$ cat src/rtl/tta_pkg.sv
package tta_pkg;
	// Register pointer values.
	localparam logic [7:0] PTR_TEMP = 8'h00;
	localparam logic [7:0] PTR_CFG = 8'h01;
	localparam logic [7:0] PTR_LOW = 8'h02;
	localparam logic [7:0] PTR_HIGH = 8'h03;
	// Values after power-up.
	localparam logic [15:0] TEMP_RST = 16'h0000;
	localparam logic [15:0] LOW_RST = 16'h2580;
	localparam logic [15:0] HIGH_RST = 16'h2800;
	localparam logic [15:0] CFG_RST = 16'h4080;
	// Threshold bits that keep their written value; the low four stay zero.
	localparam logic [15:0] THR_MASK = 16'hfff0;
	// Configuration bits software may change; bit 14 stays one.
	localparam logic [15:0] CFG_WMASK = 16'h9fc0;
	// Configuration field positions.
	localparam int CFG_ALERT_BIT = 5;
	localparam int CFG_SLEEP_BIT = 8;
	localparam int CFG_LATCH_BIT = 9;
	localparam int CFG_LEVEL_BIT = 10;
	localparam int CFG_FAULT_LSB = 11;
	// Target address pieces set by the straps.
	localparam logic [2:0] ADDR_TOP = 3'b100;
	localparam logic [1:0] ADDR_MID_SCL = 2'b01;
	localparam logic [1:0] ADDR_MID_OTHER = 2'b10;
	// Serial engine states.
	typedef enum logic [2:0] {
		ST_IDLE = 3'b000,
		ST_RX = 3'b001,
		ST_ACK = 3'b010,
		ST_ACKH = 3'b011,
		ST_TX = 3'b100,
		ST_MACK = 3'b101
	} tta_state_t;
endpackage

$ cat src/rtl/tta_core.sv
`timescale 1ns/1ps
module tta_core #(
	parameter int TEMP_W = 16
) (
	input wire logic core_clk_i,
	input wire logic rstn_i,
	input wire logic scl_i,
	input wire logic sda_i,
	output logic sda_o,
	output logic sda_oe_n_o,
	input wire logic [1:0] addr_strap_low_i,
	input wire logic addr_strap_high_i,
	input wire logic conv_valid_i,
	input wire logic [TEMP_W-1:0] conv_data_i,
	output logic alert_o
);
	// The register map and the serial engine only serve 16-bit results.
	if (TEMP_W != 16) begin : g_bad_width
		$error("TEMP_W must be 16");
	end

	logic scl_s;
	logic sda_s;
	logic scl_d1_q;
	logic sda_d1_q;
	logic scl_rise;
	logic scl_fall;
	logic start_det;
	logic stop_det;
	tta_pkg::tta_state_t state_q;
	logic [2:0] bit_cnt_q;
	logic [7:0] shift_q;
	logic first_q;
	logic rw_q;
	logic ack_q;
	logic [1:0] wr_idx_q;
	logic [7:0] wr_msb_q;
	logic tx_lsb_q;
	logic [7:0] ptr_q;
	logic [6:0] addr_q;
	logic strap_done_q;
	logic wr_commit;
	logic read_hit;
	logic [15:0] temp_q;
	logic [15:0] low_thr_q;
	logic [15:0] high_thr_q;
	logic [15:0] cfg_q;
	logic [15:0] rd_word;
	logic [15:0] wr_word;
	logic alert_act_q;
	logic wait_high_q;
	logic [1:0] fault_cnt_q;
	logic qual;
	logic fire;
	logic sleep_set;
	logic latch_mode;
	logic conv_tick_q;

	tta_sync3 #(.RST_VAL(1'b1)) u_scl_sync (
		.core_clk_i(core_clk_i),
		.rstn_i(rstn_i),
		.async_i(scl_i),
		.level_o(scl_s)
	);

	tta_sync3 #(.RST_VAL(1'b1)) u_sda_sync (
		.core_clk_i(core_clk_i),
		.rstn_i(rstn_i),
		.async_i(sda_i),
		.level_o(sda_s)
	);

	// Delayed copies of the filtered lines give the edge and condition detectors.
	always_ff @(posedge core_clk_i or negedge rstn_i) begin
		if (!rstn_i) begin
			scl_d1_q <= 1'b1;
			sda_d1_q <= 1'b1;
		end else begin
			scl_d1_q <= scl_s;
			sda_d1_q <= sda_s;
		end
	end

	assign scl_rise = scl_s & ~scl_d1_q;
	assign scl_fall = ~scl_s & scl_d1_q;
	assign start_det = scl_s & scl_d1_q & sda_d1_q & ~sda_s;
	assign stop_det = scl_s & scl_d1_q & ~sda_d1_q & sda_s;

	// Straps are caught once, one cycle after reset release, never under reset.
	always_ff @(posedge core_clk_i or negedge rstn_i) begin
		if (!rstn_i) begin
			addr_q <= 7'h00;
			strap_done_q <= 1'b0;
		end else if (!strap_done_q) begin
			strap_done_q <= 1'b1;
			addr_q <= {tta_pkg::ADDR_TOP, addr_strap_high_i ? tta_pkg::ADDR_MID_SCL
				: tta_pkg::ADDR_MID_OTHER, addr_strap_low_i};
		end
	end

	// Register read view; unmapped pointers read zero.
	always_comb begin
		rd_word = 16'h0000;
		unique case (ptr_q)
			tta_pkg::PTR_TEMP: rd_word = temp_q;
			tta_pkg::PTR_CFG: rd_word = cfg_q | ({15'h0000, alert_o} << tta_pkg::CFG_ALERT_BIT);
			tta_pkg::PTR_LOW: rd_word = low_thr_q;
			tta_pkg::PTR_HIGH: rd_word = high_thr_q;
			default: rd_word = 16'h0000;
		endcase
	end

	assign wr_word = {wr_msb_q, shift_q[6:0], sda_s};

	// Serial target engine: receive, acknowledge and transmit on filtered SCL edges.
	always_ff @(posedge core_clk_i or negedge rstn_i) begin
		if (!rstn_i) begin
			state_q <= tta_pkg::ST_IDLE;
			bit_cnt_q <= 3'd0;
			shift_q <= 8'h00;
			first_q <= 1'b0;
			rw_q <= 1'b0;
			ack_q <= 1'b0;
			wr_idx_q <= 2'd0;
			wr_msb_q <= 8'h00;
			tx_lsb_q <= 1'b0;
			sda_oe_n_o <= 1'b1;
		end else if (start_det) begin
			state_q <= tta_pkg::ST_RX;
			bit_cnt_q <= 3'd0;
			first_q <= 1'b1;
			wr_idx_q <= 2'd0;
			sda_oe_n_o <= 1'b1;
		end else if (stop_det) begin
			state_q <= tta_pkg::ST_IDLE;
			sda_oe_n_o <= 1'b1;
		end else begin
			unique case (state_q)
				tta_pkg::ST_IDLE: begin
					sda_oe_n_o <= 1'b1;
				end
				tta_pkg::ST_RX: begin
					if (scl_rise) begin
						shift_q <= {shift_q[6:0], sda_s};
						bit_cnt_q <= bit_cnt_q + 3'd1;
						if (bit_cnt_q == 3'd7) begin
							state_q <= tta_pkg::ST_ACK;
							if (first_q) begin
								ack_q <= (shift_q[6:0] == addr_q);
								rw_q <= sda_s;
							end else begin
								ack_q <= 1'b1;
								if (wr_idx_q == 2'd1) begin
									wr_msb_q <= {shift_q[6:0], sda_s};
								end
							end
						end
					end
				end
				tta_pkg::ST_ACK: begin
					if (scl_fall) begin
						sda_oe_n_o <= ~ack_q;
						state_q <= tta_pkg::ST_ACKH;
					end
				end
				tta_pkg::ST_ACKH: begin
					if (scl_fall) begin
						bit_cnt_q <= 3'd0;
						first_q <= 1'b0;
						if (!ack_q) begin
							sda_oe_n_o <= 1'b1;
							state_q <= tta_pkg::ST_IDLE;
						end else if (first_q && rw_q) begin
							sda_oe_n_o <= rd_word[15];
							shift_q <= {rd_word[14:8], 1'b0};
							tx_lsb_q <= 1'b1;
							state_q <= tta_pkg::ST_TX;
						end else begin
							sda_oe_n_o <= 1'b1;
							if (!first_q) begin
								wr_idx_q <= (wr_idx_q == 2'd2) ? 2'd1 : wr_idx_q + 2'd1;
							end
							state_q <= tta_pkg::ST_RX;
						end
					end
				end
				tta_pkg::ST_TX: begin
					if (scl_rise) begin
						bit_cnt_q <= bit_cnt_q + 3'd1;
						if (bit_cnt_q == 3'd7) begin
							state_q <= tta_pkg::ST_MACK;
						end
					end else if (scl_fall) begin
						sda_oe_n_o <= shift_q[7];
						shift_q <= {shift_q[6:0], 1'b0};
					end
				end
				tta_pkg::ST_MACK: begin
					if (scl_fall) begin
						sda_oe_n_o <= 1'b1;
					end else if (scl_rise) begin
						if (sda_s) begin
							state_q <= tta_pkg::ST_IDLE;
						end else begin
							shift_q <= tx_lsb_q ? rd_word[7:0] : rd_word[15:8];
							tx_lsb_q <= ~tx_lsb_q;
							state_q <= tta_pkg::ST_TX;
						end
					end
				end
				default: begin
					state_q <= tta_pkg::ST_IDLE;
					sda_oe_n_o <= 1'b1;
				end
			endcase
		end
	end

	// The pin only ever pulls low; the enable carries the data.
	always_ff @(posedge core_clk_i or negedge rstn_i) begin
		if (!rstn_i) begin
			sda_o <= 1'b0;
		end else begin
			sda_o <= 1'b0;
		end
	end

	assign wr_commit = (state_q == tta_pkg::ST_RX) && scl_rise && (bit_cnt_q == 3'd7)
		&& !first_q && (wr_idx_q == 2'd2);
	assign read_hit = (state_q == tta_pkg::ST_ACKH) && scl_fall && ack_q && first_q && rw_q;

	// Pointer byte is the first data byte of a write and persists across reads.
	always_ff @(posedge core_clk_i or negedge rstn_i) begin
		if (!rstn_i) begin
			ptr_q <= tta_pkg::PTR_TEMP;
		end else if ((state_q == tta_pkg::ST_RX) && scl_rise && (bit_cnt_q == 3'd7)
			&& !first_q && (wr_idx_q == 2'd0)) begin
			ptr_q <= {shift_q[6:0], sda_s};
		end
	end

	// Register writes land when the second byte of a word completes.
	always_ff @(posedge core_clk_i or negedge rstn_i) begin
		if (!rstn_i) begin
			low_thr_q <= tta_pkg::LOW_RST;
			high_thr_q <= tta_pkg::HIGH_RST;
			cfg_q <= tta_pkg::CFG_RST;
		end else if (wr_commit) begin
			unique case (ptr_q)
				tta_pkg::PTR_CFG: cfg_q <= (wr_word & tta_pkg::CFG_WMASK)
					| (tta_pkg::CFG_RST & ~tta_pkg::CFG_WMASK);
				tta_pkg::PTR_LOW: low_thr_q <= wr_word & tta_pkg::THR_MASK;
				tta_pkg::PTR_HIGH: high_thr_q <= wr_word & tta_pkg::THR_MASK;
				default: ;
			endcase
		end
	end

	// Conversion results are taken while awake; zero until the first one.
	always_ff @(posedge core_clk_i or negedge rstn_i) begin
		if (!rstn_i) begin
			temp_q <= tta_pkg::TEMP_RST;
		end else if (conv_valid_i && !cfg_q[tta_pkg::CFG_SLEEP_BIT]) begin
			temp_q <= conv_data_i;
		end
	end

	assign latch_mode = cfg_q[tta_pkg::CFG_LATCH_BIT];
	assign sleep_set = wr_commit && (ptr_q == tta_pkg::PTR_CFG) && wr_word[tta_pkg::CFG_SLEEP_BIT];

	// Pending condition: in comparator mode it follows the alert state, in latched
	// mode it alternates between high and strictly-below-low.
	always_comb begin
		if (latch_mode) begin
			qual = wait_high_q ? ($signed(temp_q) >= $signed(high_thr_q))
				: ($signed(temp_q) < $signed(low_thr_q));
		end else begin
			qual = alert_act_q ? ($signed(temp_q) <= $signed(low_thr_q))
				: ($signed(temp_q) >= $signed(high_thr_q));
		end
	end

	// Fire when this reading completes the selected run of one to four.
	assign fire = conv_tick_q && qual
		&& (fault_cnt_q == cfg_q[tta_pkg::CFG_FAULT_LSB +: 2]);

	// Evaluation runs one cycle after a result lands, on the stored value.
	always_ff @(posedge core_clk_i or negedge rstn_i) begin
		if (!rstn_i) begin
			conv_tick_q <= 1'b0;
		end else begin
			conv_tick_q <= conv_valid_i && !cfg_q[tta_pkg::CFG_SLEEP_BIT];
		end
	end

	// Run counter; a failing reading restarts it, which keeps noise from alerting.
	always_ff @(posedge core_clk_i or negedge rstn_i) begin
		if (!rstn_i) begin
			fault_cnt_q <= 2'd0;
		end else if (conv_tick_q) begin
			if (!qual || fire) begin
				fault_cnt_q <= 2'd0;
			end else begin
				fault_cnt_q <= fault_cnt_q + 2'd1;
			end
		end
	end

	// Alert state; in latched mode a set in the same cycle as a clear wins.
	always_ff @(posedge core_clk_i or negedge rstn_i) begin
		if (!rstn_i) begin
			alert_act_q <= 1'b0;
			wait_high_q <= 1'b1;
		end else if (!latch_mode) begin
			wait_high_q <= 1'b1;
			if (fire) begin
				alert_act_q <= ~alert_act_q;
			end
		end else if (fire) begin
			alert_act_q <= 1'b1;
			wait_high_q <= ~wait_high_q;
		end else if (read_hit || sleep_set) begin
			alert_act_q <= 1'b0;
		end
	end

	// Pin level applies the selected polarity to the alert state.
	always_ff @(posedge core_clk_i or negedge rstn_i) begin
		if (!rstn_i) begin
			alert_o <= 1'b1;
		end else begin
			alert_o <= alert_act_q ~^ cfg_q[tta_pkg::CFG_LEVEL_BIT];
		end
	end
endmodule

$ cat src/rtl/tta_sync3.sv
`timescale 1ns/1ps
// Three-stage synchroniser; the output moves only when stages two and three agree.
module tta_sync3 #(
	parameter logic RST_VAL = 1'b1
) (
	input wire logic core_clk_i,
	input wire logic rstn_i,
	input wire logic async_i,
	output logic level_o
);
	logic s1_q;
	logic s2_q;
	logic s3_q;

	// The first stage feeds only the second, so metastability stays contained.
	always_ff @(posedge core_clk_i or negedge rstn_i) begin
		if (!rstn_i) begin
			s1_q <= RST_VAL;
			s2_q <= RST_VAL;
			s3_q <= RST_VAL;
		end else begin
			s1_q <= async_i;
			s2_q <= s1_q;
			s3_q <= s2_q;
		end
	end

	// Agreement of two settled stages filters single-sample glitches.
	always_ff @(posedge core_clk_i or negedge rstn_i) begin
		if (!rstn_i) begin
			level_o <= RST_VAL;
		end else if (s2_q == s3_q) begin
			level_o <= s3_q;
		end
	end
endmodule

$ cat config.mk
export PLATFORM = sky130hd
export DESIGN_NAME = tta_core
export DESIGN_NICKNAME = d
export VERILOG_FILES = /design/src/rtl/tta_pkg.sv /design/src/rtl/tta_core.sv /design/src/rtl/tta_sync3.sv
export SDC_FILE = /design/constraint.sdc
export NUM_CORES = 1
export LEC_CHECK = 0
export ABC_AREA = 1
export BUFFER_PORTS_ARGS = -buffer_cell sky130_fd_sc_hd__buf_4
export CAP_MARGIN = 20
export CORE_MARGIN = 5
export CORE_UTILIZATION = 62
export DETAILED_ROUTE_END_ITERATION = 16
export GPL_TIMING_DRIVEN = 0
export PLACE_DENSITY = 0.87
export SETUP_SLACK_MARGIN = 0.2
export SLEW_MARGIN = 0
export SYNTH_ARGS = -nofsm -noshare
export SYNTH_HDL_FRONTEND = slang
export SYNTH_HIERARCHICAL = 1
export SYNTH_SLANG_ARGS = --single-unit
$ cat constraint.sdc
create_clock -name core_clk_i -period 2.7 [get_ports core_clk_i]
set_clock_uncertainty 0.2 [all_clocks]
set_input_delay 0.27 -clock core_clk_i [delete_from_list [all_inputs] [get_ports core_clk_i]]
set_output_delay 0.27 -clock core_clk_i [all_outputs]
set_load 0.01 [all_outputs]
==> summary.md <==
The run finished with clean final reports. The die is 108 microns wide. The run gives 0 as the antenna violation net count after detailed routing. The maximum resistive drop on vdd is 570 uV, and the final number of hold-violating endpoints is 0.

Count of maximum capacitance violations: 0. Among all flip-flop cells after synthesis, the most frequent one is sky130_fd_sc_hd__dfrtp_1. TritonCTS built the clock tree. The tightest min-delay check is of the input pin to flip-flop type. The remaining max-slew budget at the tightest pin is 0.598. For the final routed database, the setup TNS stands at 0 ns. Counting every instance in the synthesized netlist gives 792. Counting tap cells, the placed design contains a total of 947 instances. The total track usage came out at 0.301. The number of DRC markers in iteration 0 was 487. The finished cells cover 6810 sq um. Count of boundary I/O pins: 27.

The logs give 421 MHz for the highest attainable clock frequency and 843 for the total nets after synthesis. The number of synthesis warnings was 6. The highest metal layer carrying signal wires in the routed design is met4.

The row count is 35, and the async set-or-reset flop fraction in the synthesized netlist is 1.00. The proportion of synthesized chip area in sequential cells came out at 0.451. The longest clock path from root to sink contains 2 buffers.

From bottom edge to top edge, the die measures 108 microns. The die footprint is 11700 sq um. For this design the ratio of total power to cell area is 555 nW/um^2.

The minimum clock period after layout is 2.38 ns, and the count of cell types in the netlist is 41. The total via count after detailed routing came out at 5523. The tree is rooted in a sky130_fd_sc_hd__clkbuf_8. The starting density of the core was 0.642; the total number of H-tree levels was 3. Once placement finished, the instance area stood at 6370 sq um. In this run the worst path has a maximum fanout of 10. Data on the critical path arrives at its endpoint at 2.48 ns. The period utilization came out at 0.881. The worst setup path is captured at a flip-flop. The first global-routing pass estimated 27200 microns of wire. Relative to the synthesized area, the layout overhead comes to 13.6%. The clock insertion delay at the later pin of the skew report was 0.39 ns. A synthesized cell averages 7.57 sq um.

The TritonCTS sink count was 107; the routed length on met2 was 7820 microns. For the wire length after detailed routing, the log shows 16400 microns. The number of storage elements in the synthesis netlist is 107, and the placeable core area is 9330 sq um. At the end of routability-driven placement, the weighted congestion stood at 0.970. Via density per instance: 5.60. The pre-antenna-repair detailed-routing pass consisted of 5 iterations.

STA classifies the critical path startpoint as a flip-flop. The analysis attributes to cell leakage a power of 0.00337 uW. STA puts the critical path data required time at 2.80 ns. The total count of max-transition violations in the final report was 0; the largest net degree at the start of global routing was 77. The via count of the first global-routing pass is 5605. In the layout the commonest cells are sky130_fd_sc_hd__nand2_1 (239), sky130_fd_sc_hd__inv_1 (117), sky130_fd_sc_hd__dfrtp_1 (87). Leaving out filler cells and counting taps, the final layout contains 987. The clock-pin slew of the registers on the worst-case setup and hold paths came out at 0.11 ns.

Setup repair after global routing could not meet its margin everywhere. The DRC violation count after routing came out at 0. In the final routing, the length of wire on met1 measures 6780 microns. The final routed wire length divided by cell count was 16.6 microns; the initial antenna violation count was 0. The final cell utilization of the core was 0.730.

The critical path is of the flip-flop to flip-flop type. The final antenna diode count is 0, and the layout cell share with drive strength beyond 1 is 0.114. In this run the tool buffered the top-level ports with 25 buffer cells.

The tools report the routed length on met3 as 1160 microns. In the final design database the tool counted 904 nets. Commonest non-fill, non-tap cell in the layout: sky130_fd_sc_hd__nand2_1.

The cell area that synthesis handed to floorplanning was 5990 sq um. Global routing finished with a remaining overflow of 0. Buffers inserted during clock tree synthesis total 9. For the setup slack on the worst flop-to-flop path, the log shows 0.32 ns. In this run, synthesis inferred 0 flip-flops with an integrated enable. The number of failing setup endpoints in the final timing report was 0; the pin slew with the least headroom to its limit was 0.600 ns. The run gives 12200 microns as the detailed-placement wirelength estimate.
==> cell type report <==
type / instances / area [sq um]
Clock inverter: 6 / 62.6
Inverter: 123 / 462
Clock buffer: 10 / 128
Multi-Input combinational cell: 547 / 2740
Sequential cell: 107 / 2700
Buffer: 15 / 101
Timing Repair Buffer: 50 / 450
Fill cell: 755 / 2520
Tap cell: 129 / 161
==> flip-flops by register name, indices dropped and copies added, names as in the netlist, 3 cells and up <==
register and count:
shift_q 8, ptr_q 8, high_thr_q 12, temp_q 16, low_thr_q 12, addr_q 5, cfg_q 8, bit_cnt_q 3
wr_msb_q 8, state_q 3
==> kinds of logic after synthesis <==
kind of cell    after synthesis  synth area share
simple gates                382             0.273
other cells                   2           0.00125
flops                       107             0.451
xor+xnor                      6           0.00877
buf+inv                     138            0.0931
compound gates              129             0.115
fa+ha+maj                    27            0.0564
mux                           1           0.00167
==> final timing paths <==
kind,startpoint,end,cells past startpoint
max reg2reg,u_scl_sync/level_o,high_thr_q[13],9
min,conv_valid_i,temp_q[3],4
max in group asynchronous,rstn_i,low_thr_q[13],3
min reg2reg,u_sda_sync/s1_q,u_sda_sync/s2_q,0
min in group asynchronous,rstn_i,temp_q[5],2
max,u_scl_sync/level_o,high_thr_q[13],9
==> synth_stat cells, types with 2 or more instances <==
| library cell | instances | share of area |
|---|---|---|
| sky130_fd_sc_hd__nand2_4 | 2 | 0.0038 |
| sky130_fd_sc_hd__xnor2_1 | 4 | 0.0058 |
| sky130_fd_sc_hd__o211ai_1 | 2 | 0.0025 |
| sky130_fd_sc_hd__a31oi_1 | 3 | 0.0031 |
| sky130_fd_sc_hd__conb_1 | 2 | 0.0013 |
| sky130_fd_sc_hd__dfstp_2 | 20 | 0.088 |
| sky130_fd_sc_hd__dfrtp_1 | 87 | 0.36 |
| sky130_fd_sc_hd__a22oi_1 | 2 | 0.0025 |
| sky130_fd_sc_hd__ha_1 | 27 | 0.056 |
| sky130_fd_sc_hd__buf_6 | 4 | 0.0075 |
| sky130_fd_sc_hd__inv_2 | 6 | 0.0038 |
| sky130_fd_sc_hd__nor3_1 | 5 | 0.0042 |
| sky130_fd_sc_hd__nor2_2 | 3 | 0.0031 |
| sky130_fd_sc_hd__o21ai_1 | 2 | 0.0017 |
| sky130_fd_sc_hd__a21boi_2 | 3 | 0.0056 |
| sky130_fd_sc_hd__buf_2 | 3 | 0.0025 |
| sky130_fd_sc_hd__a21oi_1 | 27 | 0.023 |
| sky130_fd_sc_hd__nand3_2 | 4 | 0.0067 |
| sky130_fd_sc_hd__o22ai_1 | 4 | 0.0042 |
| sky130_fd_sc_hd__clkbuf_1 | 5 | 0.0031 |
| sky130_fd_sc_hd__xor2_1 | 2 | 0.0029 |
| sky130_fd_sc_hd__inv_1 | 117 | 0.073 |
| sky130_fd_sc_hd__clkbuf_2 | 2 | 0.0017 |
| sky130_fd_sc_hd__o21ai_0 | 83 | 0.069 |
| sky130_fd_sc_hd__nand4_1 | 14 | 0.015 |
| sky130_fd_sc_hd__nor4_1 | 2 | 0.0021 |
| sky130_fd_sc_hd__nand3_1 | 42 | 0.035 |
| sky130_fd_sc_hd__nand2_1 | 240 | 0.15 |
| sky130_fd_sc_hd__nor2_1 | 63 | 0.039 |
==> routing by layer <==
metal  vias up  global-route usage
li1       2641                   -
met1      2611               0.377
met2       222               0.504
met3        49              0.0603
met4         0               0.138
met5         -                   0
==> power breakdown <==
group | switching [uW] | internal [uW] | leakage, uW | total [uW]
Clock | 606 | 362 | 0.0000965 | 968
Combinational | 550 | 337 | 0.00193 | 887
Sequential | 159 | 1770 | 0.00134 | 1930
Total | 1320 | 2470 | 0.00337 | 3780
==> worst max-delay path: stages (launching register included) <==
cell	delay, ns
sky130_fd_sc_hd__dfstp_2	0.58
sky130_fd_sc_hd__inv_1	0.07
sky130_fd_sc_hd__nor2_2	0.19
sky130_fd_sc_hd__inv_1	0.13
sky130_fd_sc_hd__nor3_4	0.24
sky130_fd_sc_hd__inv_2	0.11
sky130_fd_sc_hd__nor2_8	0.13
sky130_fd_sc_hd__nand3_2	0.17
sky130_fd_sc_hd__buf_4	0.24
sky130_fd_sc_hd__o21ai_0	0.23
==> per-stage QoR <==
| stage | hold WS [ns] | setup WS, ns | power [uW] |
|---|---|---|---|
| floorplan | -0.226 | 0.715 | 2490 |
| global placement | 0.151 | 0.317 | 2740 |
| detailed placement | 0.0341 | 0.236 | 2800 |
| CTS | 0.0535 | 0.252 | 3780 |
| global route | 0.0873 | 0.194 | 4020 |
| finish | 0.0680 | 0.322 | 3780 |
==> timing repair <==
action	CTS	global route
pin swaps	0	2
endpoints found under the setup margin	1	17
setup buffers	0	2
hold buffers	22	0
cloned	0	0
hold endpoints to repair	53	0
gates resized for setup	1	8
No activity file was read; power rests on OpenSTA's default activity.
